===== src/core/hka_pkg.sv =====
/*
 * Constants and types for the housekeeping converter sequencer.
 * Assumes an 8-bit special function register space.
 */
package hka_pkg;
    // Register offsets
    localparam logic [7:0] TEMP_RESULT_ADDR   = 8'hd7;
    localparam logic [7:0] CONV_START_ADDR    = 8'hd8;
    localparam logic [7:0] BATT_RESULT_ADDR   = 8'hdf;
    localparam logic [7:0] PWR_IRQ_EN_ADDR    = 8'hec;
    localparam logic [7:0] EXTV_RESULT_ADDR   = 8'hef;
    localparam logic [7:0] DELTA_ADDR         = 8'hf3;
    localparam logic [7:0] PWR_IRQ_FLAG_ADDR  = 8'hf8;
    localparam logic [7:0] INTERVAL_ADDR      = 8'hf9;
    localparam logic [7:0] LOW_BATT_THR_ADDR  = 8'hfa;
    // Reset values
    localparam logic [7:0] REG_RESET          = 8'h00;
    // Start bit positions
    localparam int BATT_START_BIT = 0;
    localparam int TEMP_START_BIT = 1;
    localparam int EXTV_START_BIT = 2;
    // Flag and enable bit positions
    localparam int LOW_BATT_FLAG_BIT = 0;
    localparam int EXTV_FLAG_BIT     = 1;
    // Field positions: delta and interval
    localparam int TEMP_DELTA_LSB  = 0;
    localparam int EXTV_DELTA_LSB  = 3;
    localparam int BATT_IVAL_LSB   = 0;
    localparam int EXTV_IVAL_LSB   = 2;
    localparam int TEMP_IVAL_LSB   = 4;
    // Delta code meaning every sample interrupts
    localparam logic [2:0] DELTA_EVERY = 3'h7;
    // Converter select codes
    localparam logic [1:0] SEL_BATT = 2'h0;
    localparam logic [1:0] SEL_TEMP = 2'h1;
    localparam logic [1:0] SEL_EXTV = 2'h2;
    // Power states
    localparam logic [1:0] FULL_POWER_STATE    = 2'h0;
    localparam logic [1:0] BATTERY_ACTIVE_STATE = 2'h1;
    localparam logic [1:0] CORE_HALTED_STATE   = 2'h2;
    // Background base tick: 1 ms at 100 MHz
    localparam int CLK_MHZ      = 100;
    localparam int BG_TICK_US   = 1000;
    localparam int BG_TICK_CYCLES = BG_TICK_US * CLK_MHZ;

    typedef enum logic [1:0] {
        HKA_IDLE,
        HKA_REQ,
        HKA_WAIT
    } hka_seq_t;
endpackage : hka_pkg


===== src/core/hka_chan_if.sv =====
/*
 * Link between the sequencer and a change-detect channel.
 * Assumes both ends share the sequencer clock.
 */
`timescale 1ns/100ps
interface hka_chan_if;
    logic       sample_valid;  // Conversion finished
    logic       from_single;   // Started by software request
    logic [7:0] sample;        // Converted code
    logic [2:0] delta_code;    // Programmed delta
    logic       fire;          // Result must interrupt

    modport seq  (output sample_valid, from_single, sample, delta_code,
                  input fire);
    modport chan (input sample_valid, from_single, sample, delta_code,
                  output fire);
endinterface : hka_chan_if


===== src/core/hka_chan.sv =====
/*
 * Change-detect channel: keeps the last interrupting code and decides
 * whether a new sample interrupts. Assumes sample_valid is one cycle.
 */
`timescale 1ns/100ps
module hka_chan (
    input  wire logic core_clk_i,   // System clock
    input  wire logic reset_i,      // Async reset, active high
    hka_chan_if.chan  link          // Sequencer side
);
    logic [7:0] last_q;
    logic [7:0] abs_diff;
    logic       over_delta;

    assign abs_diff = (link.sample > last_q) ? link.sample - last_q
                                             : last_q - link.sample;
    assign over_delta = (link.delta_code == hka_pkg::DELTA_EVERY) ||
                        (abs_diff > {5'h00, link.delta_code});
    assign link.fire = link.sample_valid &&
                       (link.from_single || over_delta);

    always_ff @(posedge core_clk_i or posedge reset_i) begin
        if (reset_i) begin
            last_q <= hka_pkg::REG_RESET;
        end else if (link.fire) begin
            last_q <= link.sample;
        end
    end
endmodule : hka_chan


===== src/core/hka_seq.sv =====
/*
 * Housekeeping converter sequencer: special function registers, power
 * state gating, background scheduling, arbitration and result update.
 * Assumes an external converter that accepts a request with ack and
 * later returns one code with done, and a core that writes and reads
 * registers with one-cycle strobes.
 */
`timescale 1ns/100ps
module hka_seq #(
    parameter int TICK_CYCLES = hka_pkg::BG_TICK_CYCLES
) (
    input  wire logic       core_clk_i,    // System clock
    input  wire logic       reset_i,       // Async reset, active high
    input  wire logic [7:0] sfr_addr_i,    // Register address
    input  wire logic [7:0] sfr_wdata_i,   // Write data
    input  wire logic       sfr_wr_i,      // Write strobe
    output logic      [7:0] sfr_rdata_o,   // Read data, registered
    input  wire logic [1:0] power_state_i, // Power state code
    output logic            conv_req_o,    // Converter request
    output logic      [1:0] conv_sel_o,    // Converter select
    input  wire logic       conv_ack_i,    // Request accepted
    input  wire logic       conv_done_i,   // Conversion done
    input  wire logic [7:0] conv_data_i,   // Conversion code
    output logic            temp_irq_o,    // Temperature irq pulse
    output logic            extv_irq_o,    // External irq pulse
    output logic            psm_irq_o      // Supply monitor irq
);
    hka_pkg::hka_seq_t state_q;
    logic [7:0] temp_result_q, batt_result_q, extv_result_q;
    logic [2:0] start_q;
    logic [7:0] irq_en_q, delta_q, interval_q, thr_q;
    logic [1:0] flags_q;
    logic [2:0] bg_pend_q;
    logic [31:0] cnt_q [3];
    logic [1:0] cur_sel_q;
    logic       cur_single_q;
    logic       temp_irq_q, extv_irq_q, psm_irq_q, conv_req_q;
    logic [7:0] rdata_q;

    // Interval field of a channel, zero meaning off
    function automatic logic [1:0] ival_code(input logic [7:0] iv,
                                             input int ch);
        if (ch == 0) begin
            return iv[hka_pkg::BATT_IVAL_LSB +: 2];
        end else if (ch == 1) begin
            return iv[hka_pkg::TEMP_IVAL_LSB +: 2];
        end
        return iv[hka_pkg::EXTV_IVAL_LSB +: 2];
    endfunction : ival_code

    // Interval length grows four times per code step
    function automatic logic [31:0] ival_len(input logic [1:0] code);
        return 32'(TICK_CYCLES) << (2 * (32'(code) - 32'd1));
    endfunction : ival_len

    // Register decode
    wire wr_start  = sfr_wr_i && (sfr_addr_i == hka_pkg::CONV_START_ADDR);
    wire wr_en     = sfr_wr_i && (sfr_addr_i == hka_pkg::PWR_IRQ_EN_ADDR);
    wire wr_delta  = sfr_wr_i && (sfr_addr_i == hka_pkg::DELTA_ADDR);
    wire wr_flags  = sfr_wr_i && (sfr_addr_i == hka_pkg::PWR_IRQ_FLAG_ADDR);
    wire wr_ival   = sfr_wr_i && (sfr_addr_i == hka_pkg::INTERVAL_ADDR);
    wire wr_thr    = sfr_wr_i && (sfr_addr_i == hka_pkg::LOW_BATT_THR_ADDR);

    logic [7:0] rd_mux;
    always_comb begin
        if (sfr_addr_i == hka_pkg::TEMP_RESULT_ADDR) begin
            rd_mux = temp_result_q;
        end else if (sfr_addr_i == hka_pkg::CONV_START_ADDR) begin
            rd_mux = {5'h00, start_q};
        end else if (sfr_addr_i == hka_pkg::BATT_RESULT_ADDR) begin
            rd_mux = batt_result_q;
        end else if (sfr_addr_i == hka_pkg::PWR_IRQ_EN_ADDR) begin
            rd_mux = irq_en_q;
        end else if (sfr_addr_i == hka_pkg::EXTV_RESULT_ADDR) begin
            rd_mux = extv_result_q;
        end else if (sfr_addr_i == hka_pkg::DELTA_ADDR) begin
            rd_mux = delta_q;
        end else if (sfr_addr_i == hka_pkg::PWR_IRQ_FLAG_ADDR) begin
            rd_mux = {6'h00, flags_q};
        end else if (sfr_addr_i == hka_pkg::INTERVAL_ADDR) begin
            rd_mux = interval_q;
        end else if (sfr_addr_i == hka_pkg::LOW_BATT_THR_ADDR) begin
            rd_mux = thr_q;
        end else begin
            rd_mux = 8'h00;
        end
    end

    // Power state gating of the two request sources
    wire single_ok = (power_state_i == hka_pkg::FULL_POWER_STATE) ||
                     (power_state_i == hka_pkg::BATTERY_ACTIVE_STATE);
    wire bg_ok     = (power_state_i == hka_pkg::FULL_POWER_STATE) ||
                     (power_state_i == hka_pkg::CORE_HALTED_STATE);
    wire [2:0] single_req = single_ok ? start_q : 3'h0;
    wire [2:0] bg_req     = bg_ok ? bg_pend_q : 3'h0;

    // Fixed priority: software first, then battery, temperature, external
    logic [1:0] grant_sel;
    logic       grant_single, grant_any;
    always_comb begin
        grant_any    = 1'b1;
        grant_single = 1'b1;
        grant_sel    = hka_pkg::SEL_BATT;
        if (single_req[hka_pkg::BATT_START_BIT]) begin
            grant_sel = hka_pkg::SEL_BATT;
        end else if (single_req[hka_pkg::TEMP_START_BIT]) begin
            grant_sel = hka_pkg::SEL_TEMP;
        end else if (single_req[hka_pkg::EXTV_START_BIT]) begin
            grant_sel = hka_pkg::SEL_EXTV;
        end else begin
            grant_single = 1'b0;
            if (bg_req[0]) begin
                grant_sel = hka_pkg::SEL_BATT;
            end else if (bg_req[1]) begin
                grant_sel = hka_pkg::SEL_TEMP;
            end else if (bg_req[2]) begin
                grant_sel = hka_pkg::SEL_EXTV;
            end else begin
                grant_any = 1'b0;
            end
        end
    end

    wire grant    = (state_q == hka_pkg::HKA_IDLE) && grant_any;
    wire accepted = (state_q == hka_pkg::HKA_REQ) && conv_ack_i;
    wire done     = (state_q == hka_pkg::HKA_WAIT) && conv_done_i;
    wire is_batt  = cur_sel_q == hka_pkg::SEL_BATT;
    wire is_temp  = cur_sel_q == hka_pkg::SEL_TEMP;
    wire is_extv  = cur_sel_q == hka_pkg::SEL_EXTV;

    // Change-detect channels for temperature and external voltage
    hka_chan_if temp_if ();
    hka_chan_if extv_if ();
    assign temp_if.sample_valid = done && is_temp;
    assign temp_if.from_single  = cur_single_q;
    assign temp_if.sample       = conv_data_i;
    assign temp_if.delta_code   = delta_q[hka_pkg::TEMP_DELTA_LSB +: 3];
    assign extv_if.sample_valid = done && is_extv;
    assign extv_if.from_single  = cur_single_q;
    assign extv_if.sample       = conv_data_i;
    assign extv_if.delta_code   = delta_q[hka_pkg::EXTV_DELTA_LSB +: 3];

    hka_chan u_temp_chan (
        .core_clk_i (core_clk_i),
        .reset_i    (reset_i),
        .link       (temp_if.chan)
    );
    hka_chan u_extv_chan (
        .core_clk_i (core_clk_i),
        .reset_i    (reset_i),
        .link       (extv_if.chan)
    );

    wire temp_fire = temp_if.fire;
    wire extv_fire = extv_if.fire;
    wire batt_set  = done && is_batt &&
                     (cur_single_q || (conv_data_i < thr_q));
    wire extv_set  = extv_fire && !cur_single_q;

    // Start bits: a write that sets wins over acceptance clear
    logic [2:0] start_clr, start_d;
    assign start_clr = (accepted && cur_single_q) ?
                       3'(3'h1 << cur_sel_q) : 3'h0;
    assign start_d   = (start_q & ~start_clr) |
                       (wr_start ? sfr_wdata_i[2:0] : 3'h0);

    // Flags: write zero clears, hardware set wins
    logic [1:0] flag_set, flags_d;
    assign flag_set = {extv_set, batt_set};
    assign flags_d  = (wr_flags ? (flags_q & sfr_wdata_i[1:0]) : flags_q) |
                      flag_set;
    wire psm_d = |(flags_q & irq_en_q[1:0]);

    always_ff @(posedge core_clk_i or posedge reset_i) begin
        if (reset_i) begin
            start_q    <= 3'h0;
            irq_en_q   <= hka_pkg::REG_RESET;
            delta_q    <= hka_pkg::REG_RESET;
            interval_q <= hka_pkg::REG_RESET;
            thr_q      <= hka_pkg::REG_RESET;
            flags_q    <= 2'h0;
            rdata_q    <= 8'h00;
        end else begin
            start_q <= start_d;
            flags_q <= flags_d;
            rdata_q <= rd_mux;
            if (wr_en) begin
                irq_en_q <= sfr_wdata_i;
            end
            if (wr_delta) begin
                delta_q <= sfr_wdata_i;
            end
            if (wr_ival) begin
                interval_q <= sfr_wdata_i;
            end
            if (wr_thr) begin
                thr_q <= sfr_wdata_i;
            end
        end
    end

    // Results load only with their interrupt or flag
    always_ff @(posedge core_clk_i or posedge reset_i) begin
        if (reset_i) begin
            temp_result_q <= hka_pkg::REG_RESET;
            batt_result_q <= hka_pkg::REG_RESET;
            extv_result_q <= hka_pkg::REG_RESET;
            temp_irq_q    <= 1'b0;
            extv_irq_q    <= 1'b0;
            psm_irq_q     <= 1'b0;
        end else begin
            temp_irq_q <= temp_fire;
            extv_irq_q <= extv_fire;
            psm_irq_q  <= psm_d;
            if (temp_fire) begin
                temp_result_q <= conv_data_i;
            end
            if (batt_set) begin
                batt_result_q <= conv_data_i;
            end
            if (extv_fire) begin
                extv_result_q <= conv_data_i;
            end
        end
    end

    // Background interval counters; code zero stops the channel
    for (genvar ch = 0; ch < 3; ch++) begin : g_bg
        wire [1:0] code = ival_code(interval_q, ch);
        wire       tick = (code != 2'h0) &&
                          (cnt_q[ch] >= ival_len(code) - 32'd1);
        wire       taken = grant && !grant_single &&
                           (grant_sel == 2'(ch));
        always_ff @(posedge core_clk_i or posedge reset_i) begin
            if (reset_i) begin
                cnt_q[ch]     <= 32'd0;
                bg_pend_q[ch] <= 1'b0;
            end else begin
                cnt_q[ch]     <= (tick || code == 2'h0) ? 32'd0
                                                        : cnt_q[ch] + 32'd1;
                bg_pend_q[ch] <= tick || (bg_pend_q[ch] && !taken);
            end
        end
    end

    // Request sequence: hold request until accepted, then await done
    always_ff @(posedge core_clk_i or posedge reset_i) begin
        if (reset_i) begin
            state_q      <= hka_pkg::HKA_IDLE;
            cur_sel_q    <= hka_pkg::SEL_BATT;
            cur_single_q <= 1'b0;
            conv_req_q   <= 1'b0;
        end else begin
            case (state_q)
                hka_pkg::HKA_IDLE: begin
                    if (grant) begin
                        state_q      <= hka_pkg::HKA_REQ;
                        cur_sel_q    <= grant_sel;
                        cur_single_q <= grant_single;
                        conv_req_q   <= 1'b1;
                    end
                end
                hka_pkg::HKA_REQ: begin
                    if (conv_ack_i) begin
                        state_q    <= hka_pkg::HKA_WAIT;
                        conv_req_q <= 1'b0;
                    end
                end
                default: begin
                    if (conv_done_i) begin
                        state_q <= hka_pkg::HKA_IDLE;
                    end
                end
            endcase
        end
    end

    assign sfr_rdata_o = rdata_q;
    assign conv_req_o  = conv_req_q;
    assign conv_sel_o  = cur_sel_q;
    assign temp_irq_o  = temp_irq_q;
    assign extv_irq_o  = extv_irq_q;
    assign psm_irq_o   = psm_irq_q;
endmodule : hka_seq


===== config.mk =====
export PLATFORM = sky130hd
export DESIGN_NAME = hka_seq
export DESIGN_NICKNAME = d
export VERILOG_FILES = /design/src/core/hka_pkg.sv /design/src/core/hka_chan_if.sv /design/src/core/hka_chan.sv /design/src/core/hka_seq.sv
export SDC_FILE = /design/constraint.sdc
export NUM_CORES = 1
export LEC_CHECK = 0
export ABC_AREA = 1
export BUFFER_PORTS_ARGS = -buffer_cell sky130_fd_sc_hd__buf_2
export CELL_PAD_IN_SITES_DETAIL_PLACEMENT = 1
export CELL_PAD_IN_SITES_GLOBAL_PLACEMENT = 1
export CORE_MARGIN = 5
export CORE_UTILIZATION = 25
export DETAILED_ROUTE_END_ITERATION = 8
export GPL_TIMING_DRIVEN = 0
export PLACE_DENSITY_LB_ADDON = 0.05
export SYNTH_ARGS = -nofsm -noshare
export SYNTH_HDL_FRONTEND = slang
export SYNTH_SLANG_ARGS = --single-unit

===== constraint.sdc =====
create_clock -name core_clk_i -period 9.71 [get_ports core_clk_i]
set_input_delay 1.4565 -clock core_clk_i [delete_from_list [all_inputs] [get_ports core_clk_i]]
set_output_delay 1.4565 -clock core_clk_i [all_outputs]
set_load 0.02 [all_outputs]

Yosys cells after proc, flatten, opt, wreduce, memory -nomap -nowiden
Index checks and enable logic that the tools add are counted.

Flip-flop bits (word level): 177. Input port bits: 31. Output and inout bits: 14.

$add $sub $neg: 13. Magnitude comparators: 8. Eq/ne operators: 21. Shifts and indexed selects: 4. Mux-type cells: 41. Bitwise gates (word level): 6. Reduce and logical (&&, ||, !) cells: 61.

Operators with widths (count): $add 32x1->32 const B (3); $ge 32x32->1 (3); $mux 32 (3); $shl 17x32->32 const A (3); $sub 32x1->32 const B (3); $mux 8 (11); $eq 8x8->1 const B (9); $sub 8x8->8 (4); $logic_and 1x1->1 (27); $mux 2 (10); $gt 8x3->1 (2); $gt 8x8->1 (2); $logic_not 2->1 (7); $logic_or 1x1->1 (13); $mux 3 (4); $mux 1 (11); $sub 2x1->3 const B (3); $eq 2x1->1 const B (4); $eq 2x2->1 const B (4); $lt 8x8->1 (1); $reduce_bool 2->1 (4); $eq 3x3->1 const B (2); $reduce_and 3->1 (2); $logic_not 1->1 (5); 12 further kinds (14).

Longest topological paths before layout
Gate-level depths: netlist of the first run.

Depth after elaboration: 15. Mapped depth: 24.

Hierarchy
From an unflattened synthesis of the first run, not the netlist that was laid out.

Cells, all modules: 1896. Area, all modules: 13920.9 µm².

Modules (own cells, without submodules): hka_seq (times used 1, cells an instance 1478, area an instance 11385.9 µm², seq. area each 4429.2 µm²); hka_chan (times used 2, cells an instance 209, area an instance 1267.5 µm², seq. area each 200.2 µm²).

Worst setup path after synthesis of the first run
OpenSTA, ideal clock, no wires.

Kind: input -> register. Start point: input port conv_data_i[0]. End point: register temp_result_q[1]. Library setup time: 0.067 ns. Arrival: 3.987 ns. Required time: 9.643 ns. Path slack: 5.656 ns. Stages on the path: 24. Cells stage by stage: inv_1 -> ha_1 -> inv_1 -> fa_1 -> nand3_1 -> nand2_1 -> nand2_2 -> nand2_4 -> nand2_4 -> inv_2 -> nand2_1 -> nand2_1 -> xnor2_1 -> inv_1 -> ha_1 -> a21oi_1 -> o21ai_0 -> a21oi_1 -> nand3_2 -> nor2_4 -> nand2_4 -> nand2_8 -> nand2_2 -> nand2_1.

Longest elaborated chain between the ends: 6. Elaborated cells on any way between the ends: 8. Those cells by class: add/sub: 2; order compare: 2; mux: 1; reduce/logical: 3.

Ends and longest elaborated chain: start, declared (line hka_seq.sv:23) `input wire logic [7:0] conv_data_i,`; $sub 8x8->8, or another cell as far along (line hka_chan.sv:16) `: last_q - link.sample;`; $mux 8 * (line hka_chan.sv:15) `assign abs_diff = (link.sample > last_q) ? link.sample - last_q`; $gt 8x3->1 * (line hka_chan.sv:18) `(abs_diff > {5'h00, link.delta_code});`; $logic_or 1x1->1 * (line hka_chan.sv:17) `assign over_delta = (link.delta_code == hka_pkg::DELTA_EVERY) ||`; $logic_or 1x1->1 * (line hka_chan.sv:20) `(link.from_single || over_delta);`; $logic_and 1x1->1 * (line hka_chan.sv:19) `assign link.fire = link.sample_valid &&`; end signal, assigned (line hka_seq.sv:205) `temp_result_q <= hka_pkg::REG_RESET;`; end signal, assigned (line hka_seq.sv:216) `temp_result_q <= conv_data_i;`; end, declared (line hka_seq.sv:29) `logic [7:0] temp_result_q, batt_result_q, extv_result_q;`.

Mark *: on every way between the ends. The rest lies on a longest branch, timed or not. A chain may end at the register's enable or synchronous reset.

Final worst setup path of the first run
Start point: input port conv_data_i[0]. End point: register temp_result_q[4].

The elaborated chain is that of the path after synthesis.

==> results of run 1 <==
## stage by stage
step                      setup slack [ns]  util, %
final                                 5.18     28.7
after global routing                  4.87     28.7
after CTS                             5.12     28.7
after detailed placement              4.58     27.4
after global placement               0.178     27.4
after floorplan                       3.45        -
## path summary, 6_finish.rpt
path	startpoint	endpoint	slack, ns	cells after the start
worst max register to register	temp_result_q[0]	temp_result_q[4]	6.09	23
min in group asynchronous	reset_i	cnt_q[4]	1.11	2
worst max-delay path	conv_data_i[0]	temp_result_q[4]	5.18	25
worst min register to register	cnt_q[32]	cnt_q[32]	0.47	1
worst min-delay path	cnt_q[32]	cnt_q[32]	0.47	1
max in group asynchronous	reset_i	temp_result_q[4]	7.66	3
## critical path: stages
cell	delay, ns
sky130_fd_sc_hd__buf_2	0.16
sky130_fd_sc_hd__inv_1	0.18
sky130_fd_sc_hd__ha_1	0.18
sky130_fd_sc_hd__inv_1	0.07
sky130_fd_sc_hd__fa_1	0.45
sky130_fd_sc_hd__nand3_1	0.13
sky130_fd_sc_hd__nand2_1	0.09
sky130_fd_sc_hd__nand2_2	0.09
sky130_fd_sc_hd__nand2_4	0.07
sky130_fd_sc_hd__nand2_4	0.13
sky130_fd_sc_hd__inv_2	0.08
sky130_fd_sc_hd__nand2_1	0.06
sky130_fd_sc_hd__nand2_1	0.06
sky130_fd_sc_hd__xnor2_1	0.16
sky130_fd_sc_hd__inv_1	0.07
sky130_fd_sc_hd__ha_1	0.30
sky130_fd_sc_hd__a21oi_1	0.14
sky130_fd_sc_hd__o21ai_0	0.10
sky130_fd_sc_hd__a21oi_1	0.25
sky130_fd_sc_hd__nand3_2	0.13
sky130_fd_sc_hd__nor2_4	0.16
sky130_fd_sc_hd__nand2_4	0.14
sky130_fd_sc_hd__nand2_8	0.15
sky130_fd_sc_hd__nand2_2	0.05
sky130_fd_sc_hd__nand2_1	0.05
## report_power, final
group          total (mW)  internal, mW  leakage, nW  switching (mW)
Sequential          0.967         0.856         2.30           0.111
Combinational        1.09         0.392         4.40           0.700
Clock               0.763         0.427        0.304           0.336
Total                2.82          1.68         7.01            1.15
## layer usage
layer / vias up / wire length [um] / track usage, %
met4: 6 / 377 / 2.76
met3: 25 / 1140 / 3.34
met1: 5171 / 19100 / 19.5
li1: 5435 / - / -
met2: 63 / 19100 / 25.3
met5: - / 41 / 0
## layout by cell type, fill, tap and decap left out, types with 6 or more instances in the layout
cell type	n
sky130_fd_sc_hd__ha_1	145
sky130_fd_sc_hd__o2111ai_1	8
sky130_fd_sc_hd__nand3_1	105
sky130_fd_sc_hd__nand2_1	340
sky130_fd_sc_hd__a21oi_1	82
sky130_fd_sc_hd__buf_2	59
sky130_fd_sc_hd__nor2_2	18
sky130_fd_sc_hd__inv_1	200
sky130_fd_sc_hd__clkbuf_16	17
sky130_fd_sc_hd__nor2_1	163
sky130_fd_sc_hd__nand2_2	34
sky130_fd_sc_hd__inv_2	8
sky130_fd_sc_hd__o22ai_1	6
sky130_fd_sc_hd__xor2_1	65
sky130_fd_sc_hd__xnor2_1	19
sky130_fd_sc_hd__nor3_1	46
sky130_fd_sc_hd__nand3_2	6
sky130_fd_sc_hd__o21ai_0	75
sky130_fd_sc_hd__nand4_1	28
sky130_fd_sc_hd__dfrtp_1	177
sky130_fd_sc_hd__nand2_4	6
## sequential cells by signal, indices dropped and copies added, names as in the netlist
| register | cells |
|---|---|
| extv_result_q | 8 |
| start_q | 3 |
| delta_q | 8 |
| cnt_q | 96 |
| psm_irq_o | 1 |
| cur_single_q | 1 |
| conv_sel_o | 2 |
| sfr_rdata_o | 8 |
| state_q | 2 |
| thr_q | 8 |
| temp_irq_o | 1 |
| bg_pend_q | 3 |
| extv_irq_o | 1 |
| conv_req_o | 1 |
| batt_result_q | 8 |
| flags_q | 2 |
| irq_en_q | 8 |
| interval_q | 8 |
| temp_result_q | 8 |
## cell families (layout without fill, tap and decap cells)
group	Yosys count	after routing	share of synthesized area (%)
compound gates	201	201	8.89
xor+xnor	84	84	5.80
fa+ha+maj	149	149	14.9
buf+inv	230	307	7.05
flops	177	177	34.9
other cells	0	2	0
simple gates	777	777	28.4
## cell type report
class                      instances  share of cell area (%)
multi-input combinational       1211                    51.1
inverter                         210                    5.53
timing repair buffer              45                    1.72
antenna                            2                  0.0348
sequential                       177                    30.8
clock buffer                      21                    3.27
clock inverter                    11                    1.05
tap                              672                    5.84
buffer                            20                   0.730
==> flow_results.xml, run 1 <==
<?xml version="1.0" encoding="UTF-8"?>
<metrics>
  <group name="run_status">
    <metric name="outcome" unit="">finished clean</metric>
  </group>
  <group name="critical_path">
    <metric name="critPathCaptureType" unit="">flop</metric>
    <metric name="crit_arrival" unit="ns">4.95</metric>
    <metric name="timing.critical_path.from_type" unit="">input port</metric>
    <metric name="worstPathMaxFanout" unit="">9</metric>
    <metric name="worstSetupPathType" unit="">input port to flop</metric>
    <metric name="worstPathRequired" unit="ns">10.13</metric>
  </group>
  <group name="floorplanning">
    <metric name="floorplan.die_area" unit="mm^2">0.0553</metric>
    <metric name="coreArea" unit="mm^2">0.0502</metric>
    <metric name="floorplan.io_pins" unit="">45</metric>
    <metric name="placement_rows" unit="">82</metric>
    <metric name="start_util" unit="%">25.3</metric>
    <metric name="die_height" unit="um">235</metric>
    <metric name="chipWidth" unit="um">235</metric>
  </group>
  <group name="clock_tree">
    <metric name="cts_hold_buf" unit="">0</metric>
    <metric name="postCtsSetupRepairBufs" unit="">0</metric>
    <metric name="number_of_cts_inserted_buffers" unit="">17</metric>
    <metric name="cts_tree" unit="">done</metric>
    <metric name="cts_num_sinks" unit="">177</metric>
    <metric name="cts.root.buffer_cell" unit="">sky130_fd_sc_hd__clkbuf_16</metric>
    <metric name="max-clock-path-buffers" unit="">2</metric>
    <metric name="clk_pin_slew_worst_paths" unit="ns">0.07</metric>
    <metric name="cts.repair.resized" unit="">0</metric>
    <metric name="skew_pair_late_insertion_delay" unit="ns">0.49</metric>
    <metric name="number_of_levels_the_h_tree_was_split_into" unit="">4</metric>
  </group>
  <group name="power_and_ir_drop">
    <metric name="p_leak" unit="nW">7.01</metric>
    <metric name="peak_vdd_ir" unit="mV">0.121</metric>
    <metric name="power.density_cell_area" unit="mW/mm^2">196</metric>
    <metric name="report.power.total" unit="mW">2.82</metric>
  </group>
  <group name="sta">
    <metric name="hold_violations" unit="">0</metric>
    <metric name="clk_skew" unit="ns">0.0117</metric>
    <metric name="finalSetupTns" unit="ns">0</metric>
    <metric name="maxSlewViolCount" unit="">0</metric>
    <metric name="tightestPinTransition" unit="ns">1.09</metric>
    <metric name="layout_worst_path_cycle_share" unit="%">46.7</metric>
    <metric name="worst_slew_margin_relative_to_its_limit" unit="%">26.8</metric>
    <metric name="fmaxAchievable" unit="GHz">0.221</metric>
    <metric name="report.final.setup_viol" unit="">0</metric>
    <metric name="rsz0062_at_grt" unit="">false</metric>
    <metric name="hold-worst-slack" unit="ns">0.470</metric>
    <metric name="min_period" unit="ns">4.53</metric>
  </group>
  <group name="logic_synthesis">
    <metric name="synth_top_cells_by_area" unit="">sky130_fd_sc_hd__dfrtp_1, sky130_fd_sc_hd__ha_1, sky130_fd_sc_hd__nand2_1</metric>
    <metric name="avgSynthCellArea" unit="um^2">7.83</metric>
    <metric name="post_synth_instance_area" unit="mm^2">0.0127</metric>
    <metric name="synth.yosys.warnings" unit="">0</metric>
    <metric name="synthesis.instances" unit="">1618</metric>
    <metric name="ys_ff_latch" unit="">177</metric>
    <metric name="synth.largest_area_cell" unit="">sky130_fd_sc_hd__dfrtp_1</metric>
    <metric name="register_area_share_after_synthesis" unit="%">34.9</metric>
    <metric name="ys_types" unit="">47</metric>
    <metric name="postSynth.asyncResetShare" unit="%">100</metric>
    <metric name="synth-edff-count" unit="">0</metric>
    <metric name="post-synth-top-area-fraction" unit="%">34.9</metric>
    <metric name="synthTopCellsByCount" unit="">sky130_fd_sc_hd__nand2_1, sky130_fd_sc_hd__inv_1, sky130_fd_sc_hd__dfrtp_1</metric>
    <metric name="ys_flop_type" unit="">sky130_fd_sc_hd__dfrtp_1</metric>
    <metric name="dominant_cell_by_count_in_the_synthesized_netlist" unit="">sky130_fd_sc_hd__nand2_1</metric>
    <metric name="postSynthNetCount" unit="">1798</metric>
  </group>
  <group name="routing">
    <metric name="wl" unit="um">39800</metric>
    <metric name="detail_route.first_pass.iterations" unit="">4</metric>
    <metric name="detail_route.drc_violations" unit="">0</metric>
    <metric name="route.detailed.wl_per_inst" unit="um">16.8</metric>
    <metric name="postRouteAntennaNets" unit="">0</metric>
    <metric name="drt_iter0_markers" unit="">374</metric>
    <metric name="drt-vias-per-instance" unit="">4.52</metric>
    <metric name="num_vias" unit="">10700</metric>
  </group>
  <group name="global_route">
    <metric name="grt_pass1_wl" unit="um">65100</metric>
    <metric name="globalRouteTotalUtil" unit="%">14.8</metric>
    <metric name="grt_start_max_net_pins" unit="">96</metric>
    <metric name="first_global_vias" unit="">11600</metric>
    <metric name="gr-total-overflow" unit="">0</metric>
    <metric name="number_of_antenna_violations_at_the_first_check_in_global_routing" unit="">6</metric>
  </group>
  <group name="finish">
    <metric name="footprint_of_the_multi_input_gates" unit="mm^2">0.00735</metric>
    <metric name="layout.area.seq" unit="mm^2">0.00443</metric>
    <metric name="stdcell_count" unit="">2369</metric>
    <metric name="final.fill_count" unit="">6056</metric>
    <metric name="design.final.nets" unit="">1862</metric>
    <metric name="layout_overhead_on_the_synthesized_area" unit="%">13.6</metric>
    <metric name="final_layout_size_suffix_gt1_share" unit="%">11.2</metric>
    <metric name="finish.instance_area" unit="mm^2">0.0144</metric>
  </group>
  <group name="placement">
    <metric name="gp_routability_congestion" unit="">0.753</metric>
    <metric name="port_buffers" unit="">44</metric>
    <metric name="detailedPlacementHpwl" unit="um">31900</metric>
    <metric name="placed_cells" unit="">2335</metric>
    <metric name="place_area" unit="mm^2">0.0138</metric>
  </group>
  <group name="min_path">
    <metric name="timing.hold.worst.class" unit="">flop to flop</metric>
  </group>
  <group name="flow_run">
    <metric name="drv.max_cap_violation_count" unit="">0</metric>
  </group>
</metrics>
Power figures use the tool's default switching activity.
==> inputs of run 2 (changes only) <==
clock period = 4.65 ns   (was 9.71 ns; I/O delays follow)
==> flow_results.xml, run 2 (synthesized netlist as in run 1, its figures left out) <==
<?xml version="1.0" encoding="UTF-8"?>
<metrics>
  <group name="clock_tree">
    <metric name="number_of_cts_inserted_buffers" unit="">17</metric>
    <metric name="skew_pair_late_insertion_delay" unit="ns">0.49</metric>
    <metric name="number_of_levels_the_h_tree_was_split_into" unit="">4</metric>
    <metric name="cts.root.buffer_cell" unit="">sky130_fd_sc_hd__clkbuf_16</metric>
    <metric name="clk_pin_slew_worst_paths" unit="ns">0.08</metric>
    <metric name="postCtsSetupRepairBufs" unit="">0</metric>
    <metric name="cts_num_sinks" unit="">177</metric>
    <metric name="cts_tree" unit="">done</metric>
    <metric name="max-clock-path-buffers" unit="">2</metric>
    <metric name="cts_hold_buf" unit="">0</metric>
    <metric name="cts.repair.resized" unit="">0</metric>
  </group>
  <group name="finish">
    <metric name="largest_register_ff_count" unit="">96</metric>
    <metric name="final.fill_count" unit="">6025</metric>
    <metric name="layout.area.seq" unit="mm^2">0.00443</metric>
    <metric name="layout_commonest_cell" unit="">sky130_fd_sc_hd__nand2_1</metric>
    <metric name="largest-register" unit="">cnt_q</metric>
    <metric name="layout.cells.most_common_list" unit="">sky130_fd_sc_hd__nand2_1, sky130_fd_sc_hd__inv_1, sky130_fd_sc_hd__dfrtp_1</metric>
    <metric name="n_antenna_cell" unit="">0</metric>
    <metric name="design.final.nets" unit="">1866</metric>
    <metric name="final_layout_size_suffix_gt1_share" unit="%">11.4</metric>
    <metric name="finish.instance_area" unit="mm^2">0.0145</metric>
    <metric name="footprint_of_the_multi_input_gates" unit="mm^2">0.00735</metric>
    <metric name="layout_overhead_on_the_synthesized_area" unit="%">14.0</metric>
  </group>
  <group name="global_route">
    <metric name="number_of_antenna_violations_at_the_first_check_in_global_routing" unit="">6</metric>
    <metric name="first_global_vias" unit="">11500</metric>
    <metric name="globalRouteTotalUtil" unit="%">14.9</metric>
    <metric name="grt_pass1_wl" unit="um">65300</metric>
    <metric name="gr-total-overflow" unit="">0</metric>
    <metric name="grt_start_max_net_pins" unit="">38</metric>
  </group>
  <group name="floorplanning">
    <metric name="coreArea" unit="mm^2">0.0502</metric>
    <metric name="floorplan.die_area" unit="mm^2">0.0553</metric>
    <metric name="chipWidth" unit="um">235</metric>
    <metric name="start_util" unit="%">25.3</metric>
    <metric name="placement_rows" unit="">82</metric>
    <metric name="floorplan.io_pins" unit="">45</metric>
    <metric name="die_height" unit="um">235</metric>
  </group>
  <group name="critical_path">
    <metric name="worstPathRequired" unit="ns">5.08</metric>
    <metric name="crit_arrival" unit="ns">4.22</metric>
    <metric name="worstSetupPathType" unit="">input port to flop</metric>
    <metric name="timing.critical_path.from_type" unit="">input port</metric>
    <metric name="worstPathMaxFanout" unit="">9</metric>
    <metric name="critPathCaptureType" unit="">flop</metric>
  </group>
  <group name="sta">
    <metric name="hold_violations" unit="">0</metric>
    <metric name="fmaxAchievable" unit="GHz">0.264</metric>
    <metric name="min_period" unit="ns">3.79</metric>
    <metric name="finalSetupTns" unit="ns">0</metric>
    <metric name="rsz0062_at_grt" unit="">false</metric>
    <metric name="worst_slack" unit="ns">0.861</metric>
    <metric name="clk_skew" unit="ns">0.0108</metric>
    <metric name="report.final.setup_viol" unit="">0</metric>
    <metric name="maxSlewViolCount" unit="">0</metric>
    <metric name="layout_worst_path_cycle_share" unit="%">81.5</metric>
    <metric name="hold-worst-slack" unit="ns">0.244</metric>
    <metric name="worst_slew_margin_relative_to_its_limit" unit="%">17.8</metric>
    <metric name="tightestPinTransition" unit="ns">1.23</metric>
  </group>
  <group name="power_and_ir_drop">
    <metric name="p_sw" unit="mW">2.45</metric>
    <metric name="combinational_fraction_of_design_power" unit="%">38.9</metric>
    <metric name="peak_vdd_ir" unit="mV">0.285</metric>
    <metric name="power.density_cell_area" unit="mW/mm^2">409</metric>
    <metric name="clock_power_share" unit="%">26.9</metric>
    <metric name="pwr-share-seq" unit="%">34.2</metric>
    <metric name="power.share.switching" unit="%">41.4</metric>
    <metric name="p_leak" unit="nW">7.02</metric>
    <metric name="internal_power" unit="mW">3.46</metric>
  </group>
  <group name="routing">
    <metric name="drt_iter0_markers" unit="">479</metric>
    <metric name="detail_route.first_pass.iterations" unit="">6</metric>
    <metric name="postRouteAntennaNets" unit="">0</metric>
    <metric name="drt-vias-per-instance" unit="">4.52</metric>
    <metric name="wl" unit="um">40000</metric>
    <metric name="route.detailed.wl_per_inst" unit="um">16.9</metric>
    <metric name="detail_route.drc_violations" unit="">0</metric>
    <metric name="num_vias" unit="">10700</metric>
  </group>
  <group name="flow_run">
    <metric name="drv.max_cap_violation_count" unit="">0</metric>
  </group>
  <group name="placement">
    <metric name="detailedPlacementHpwl" unit="um">32200</metric>
    <metric name="detailedPlace.worstSlack" unit="ns">0.240</metric>
    <metric name="place_area" unit="mm^2">0.0138</metric>
    <metric name="port_buffers" unit="">44</metric>
    <metric name="gp_routability_congestion" unit="">0.761</metric>
  </group>
  <group name="min_path">
    <metric name="timing.hold.worst.class" unit="">input port to async pin</metric>
  </group>
  <group name="run_status">
    <metric name="outcome" unit="">finished clean</metric>
  </group>
</metrics>
-- run 2: cell types whose count changed in the layout (fill, tap and decap cells not counted), moves of 2 or more --
cell,change
sky130_fd_sc_hd__buf_12,+5
sky130_fd_sc_hd__clkbuf_8,-3
sky130_fd_sc_hd__clkinv_2,-2
sky130_fd_sc_hd__clkinv_4,+3
sky130_fd_sc_hd__clkinvlp_4,+4
sky130_fd_sc_hd__diode_2,-2
-- run 2: routing by layer --
layer	track usage, %	up-vias	wire length (um)
li1	-	5418	-
met1	20.0	5187	19400
met2	24.6	67	18800
met3	3.40	40	1170
met4	3.24	10	464
met5	0	-	74
-- run 2: worst max-delay path: stages --
cell and delay, ns:
sky130_fd_sc_hd__buf_2 0.17, sky130_fd_sc_hd__inv_1 0.18, sky130_fd_sc_hd__ha_1 0.18, sky130_fd_sc_hd__inv_1 0.07, sky130_fd_sc_hd__fa_1 0.44, sky130_fd_sc_hd__nand3_1 0.12
sky130_fd_sc_hd__nand2_1 0.09, sky130_fd_sc_hd__nand2_2 0.09, sky130_fd_sc_hd__nand2_4 0.07, sky130_fd_sc_hd__nand2_4 0.14, sky130_fd_sc_hd__inv_2 0.08, sky130_fd_sc_hd__nand2_1 0.07
sky130_fd_sc_hd__nand2_1 0.07, sky130_fd_sc_hd__xnor2_1 0.17, sky130_fd_sc_hd__inv_1 0.06, sky130_fd_sc_hd__ha_1 0.31, sky130_fd_sc_hd__a21oi_1 0.13, sky130_fd_sc_hd__o21ai_0 0.10
sky130_fd_sc_hd__a21oi_1 0.27, sky130_fd_sc_hd__nand3_2 0.13, sky130_fd_sc_hd__nor2_4 0.15, sky130_fd_sc_hd__nand2_4 0.14, sky130_fd_sc_hd__nand2_8 0.15, sky130_fd_sc_hd__nand2_2 0.06
sky130_fd_sc_hd__nand2_1 0.05
-- run 2: final timing paths --
| path | cells past startpoint | endpoint | start | slack [ns] |
|---|---|---|---|---|
| setup / recovery | 25 | temp_result_q[2] | conv_data_i[0] | 0.86 |
| max in group asynchronous | 4 | temp_result_q[4] | reset_i | 3.58 |
| hold reg to reg | 1 | cnt_q[32] | cnt_q[32] | 0.46 |
| hold / removal | 2 | cnt_q[22] | reset_i | 0.24 |
| setup reg to reg | 23 | temp_result_q[2] | temp_result_q[0] | 1.03 |
| min in group core_clk_i | 2 | state_q[1] | conv_done_i | 0.43 |
-- run 2: area by class of cell --
type / instances / share of cell area (%)
clock buffers: 18 / 2.97
plain buffers: 20 / 0.727
clock inverters: 14 / 1.26
well taps: 672 / 5.82
inverters: 210 / 5.48
multi-input cells: 1211 / 50.9
repair buffers: 49 / 2.22
flip-flops and latches: 177 / 30.7
-- run 2: stage by stage --
stage,total power [mW],std cells,utilization [%]
2_1_floorplan,3.74,1618,-
3_3_place_gp,4.36,2334,27.4
3_5_place_dp,4.40,2339,27.6
4_1_cts,6.07,2371,28.8
5_1_grt,6.46,2371,28.8
6_report,5.91,2371,28.8
-- run 2: power by group through the flow --
stage               Sequential, mW  Clock [mW]  Combinational, mW
floorplan                     2.00           0               1.74
global placement              2.06           0               2.31
detailed placement            2.06           0               2.35
CTS                           2.03        1.68               2.37
global route                  2.07        1.73               2.66
finish                        2.02        1.59               2.30
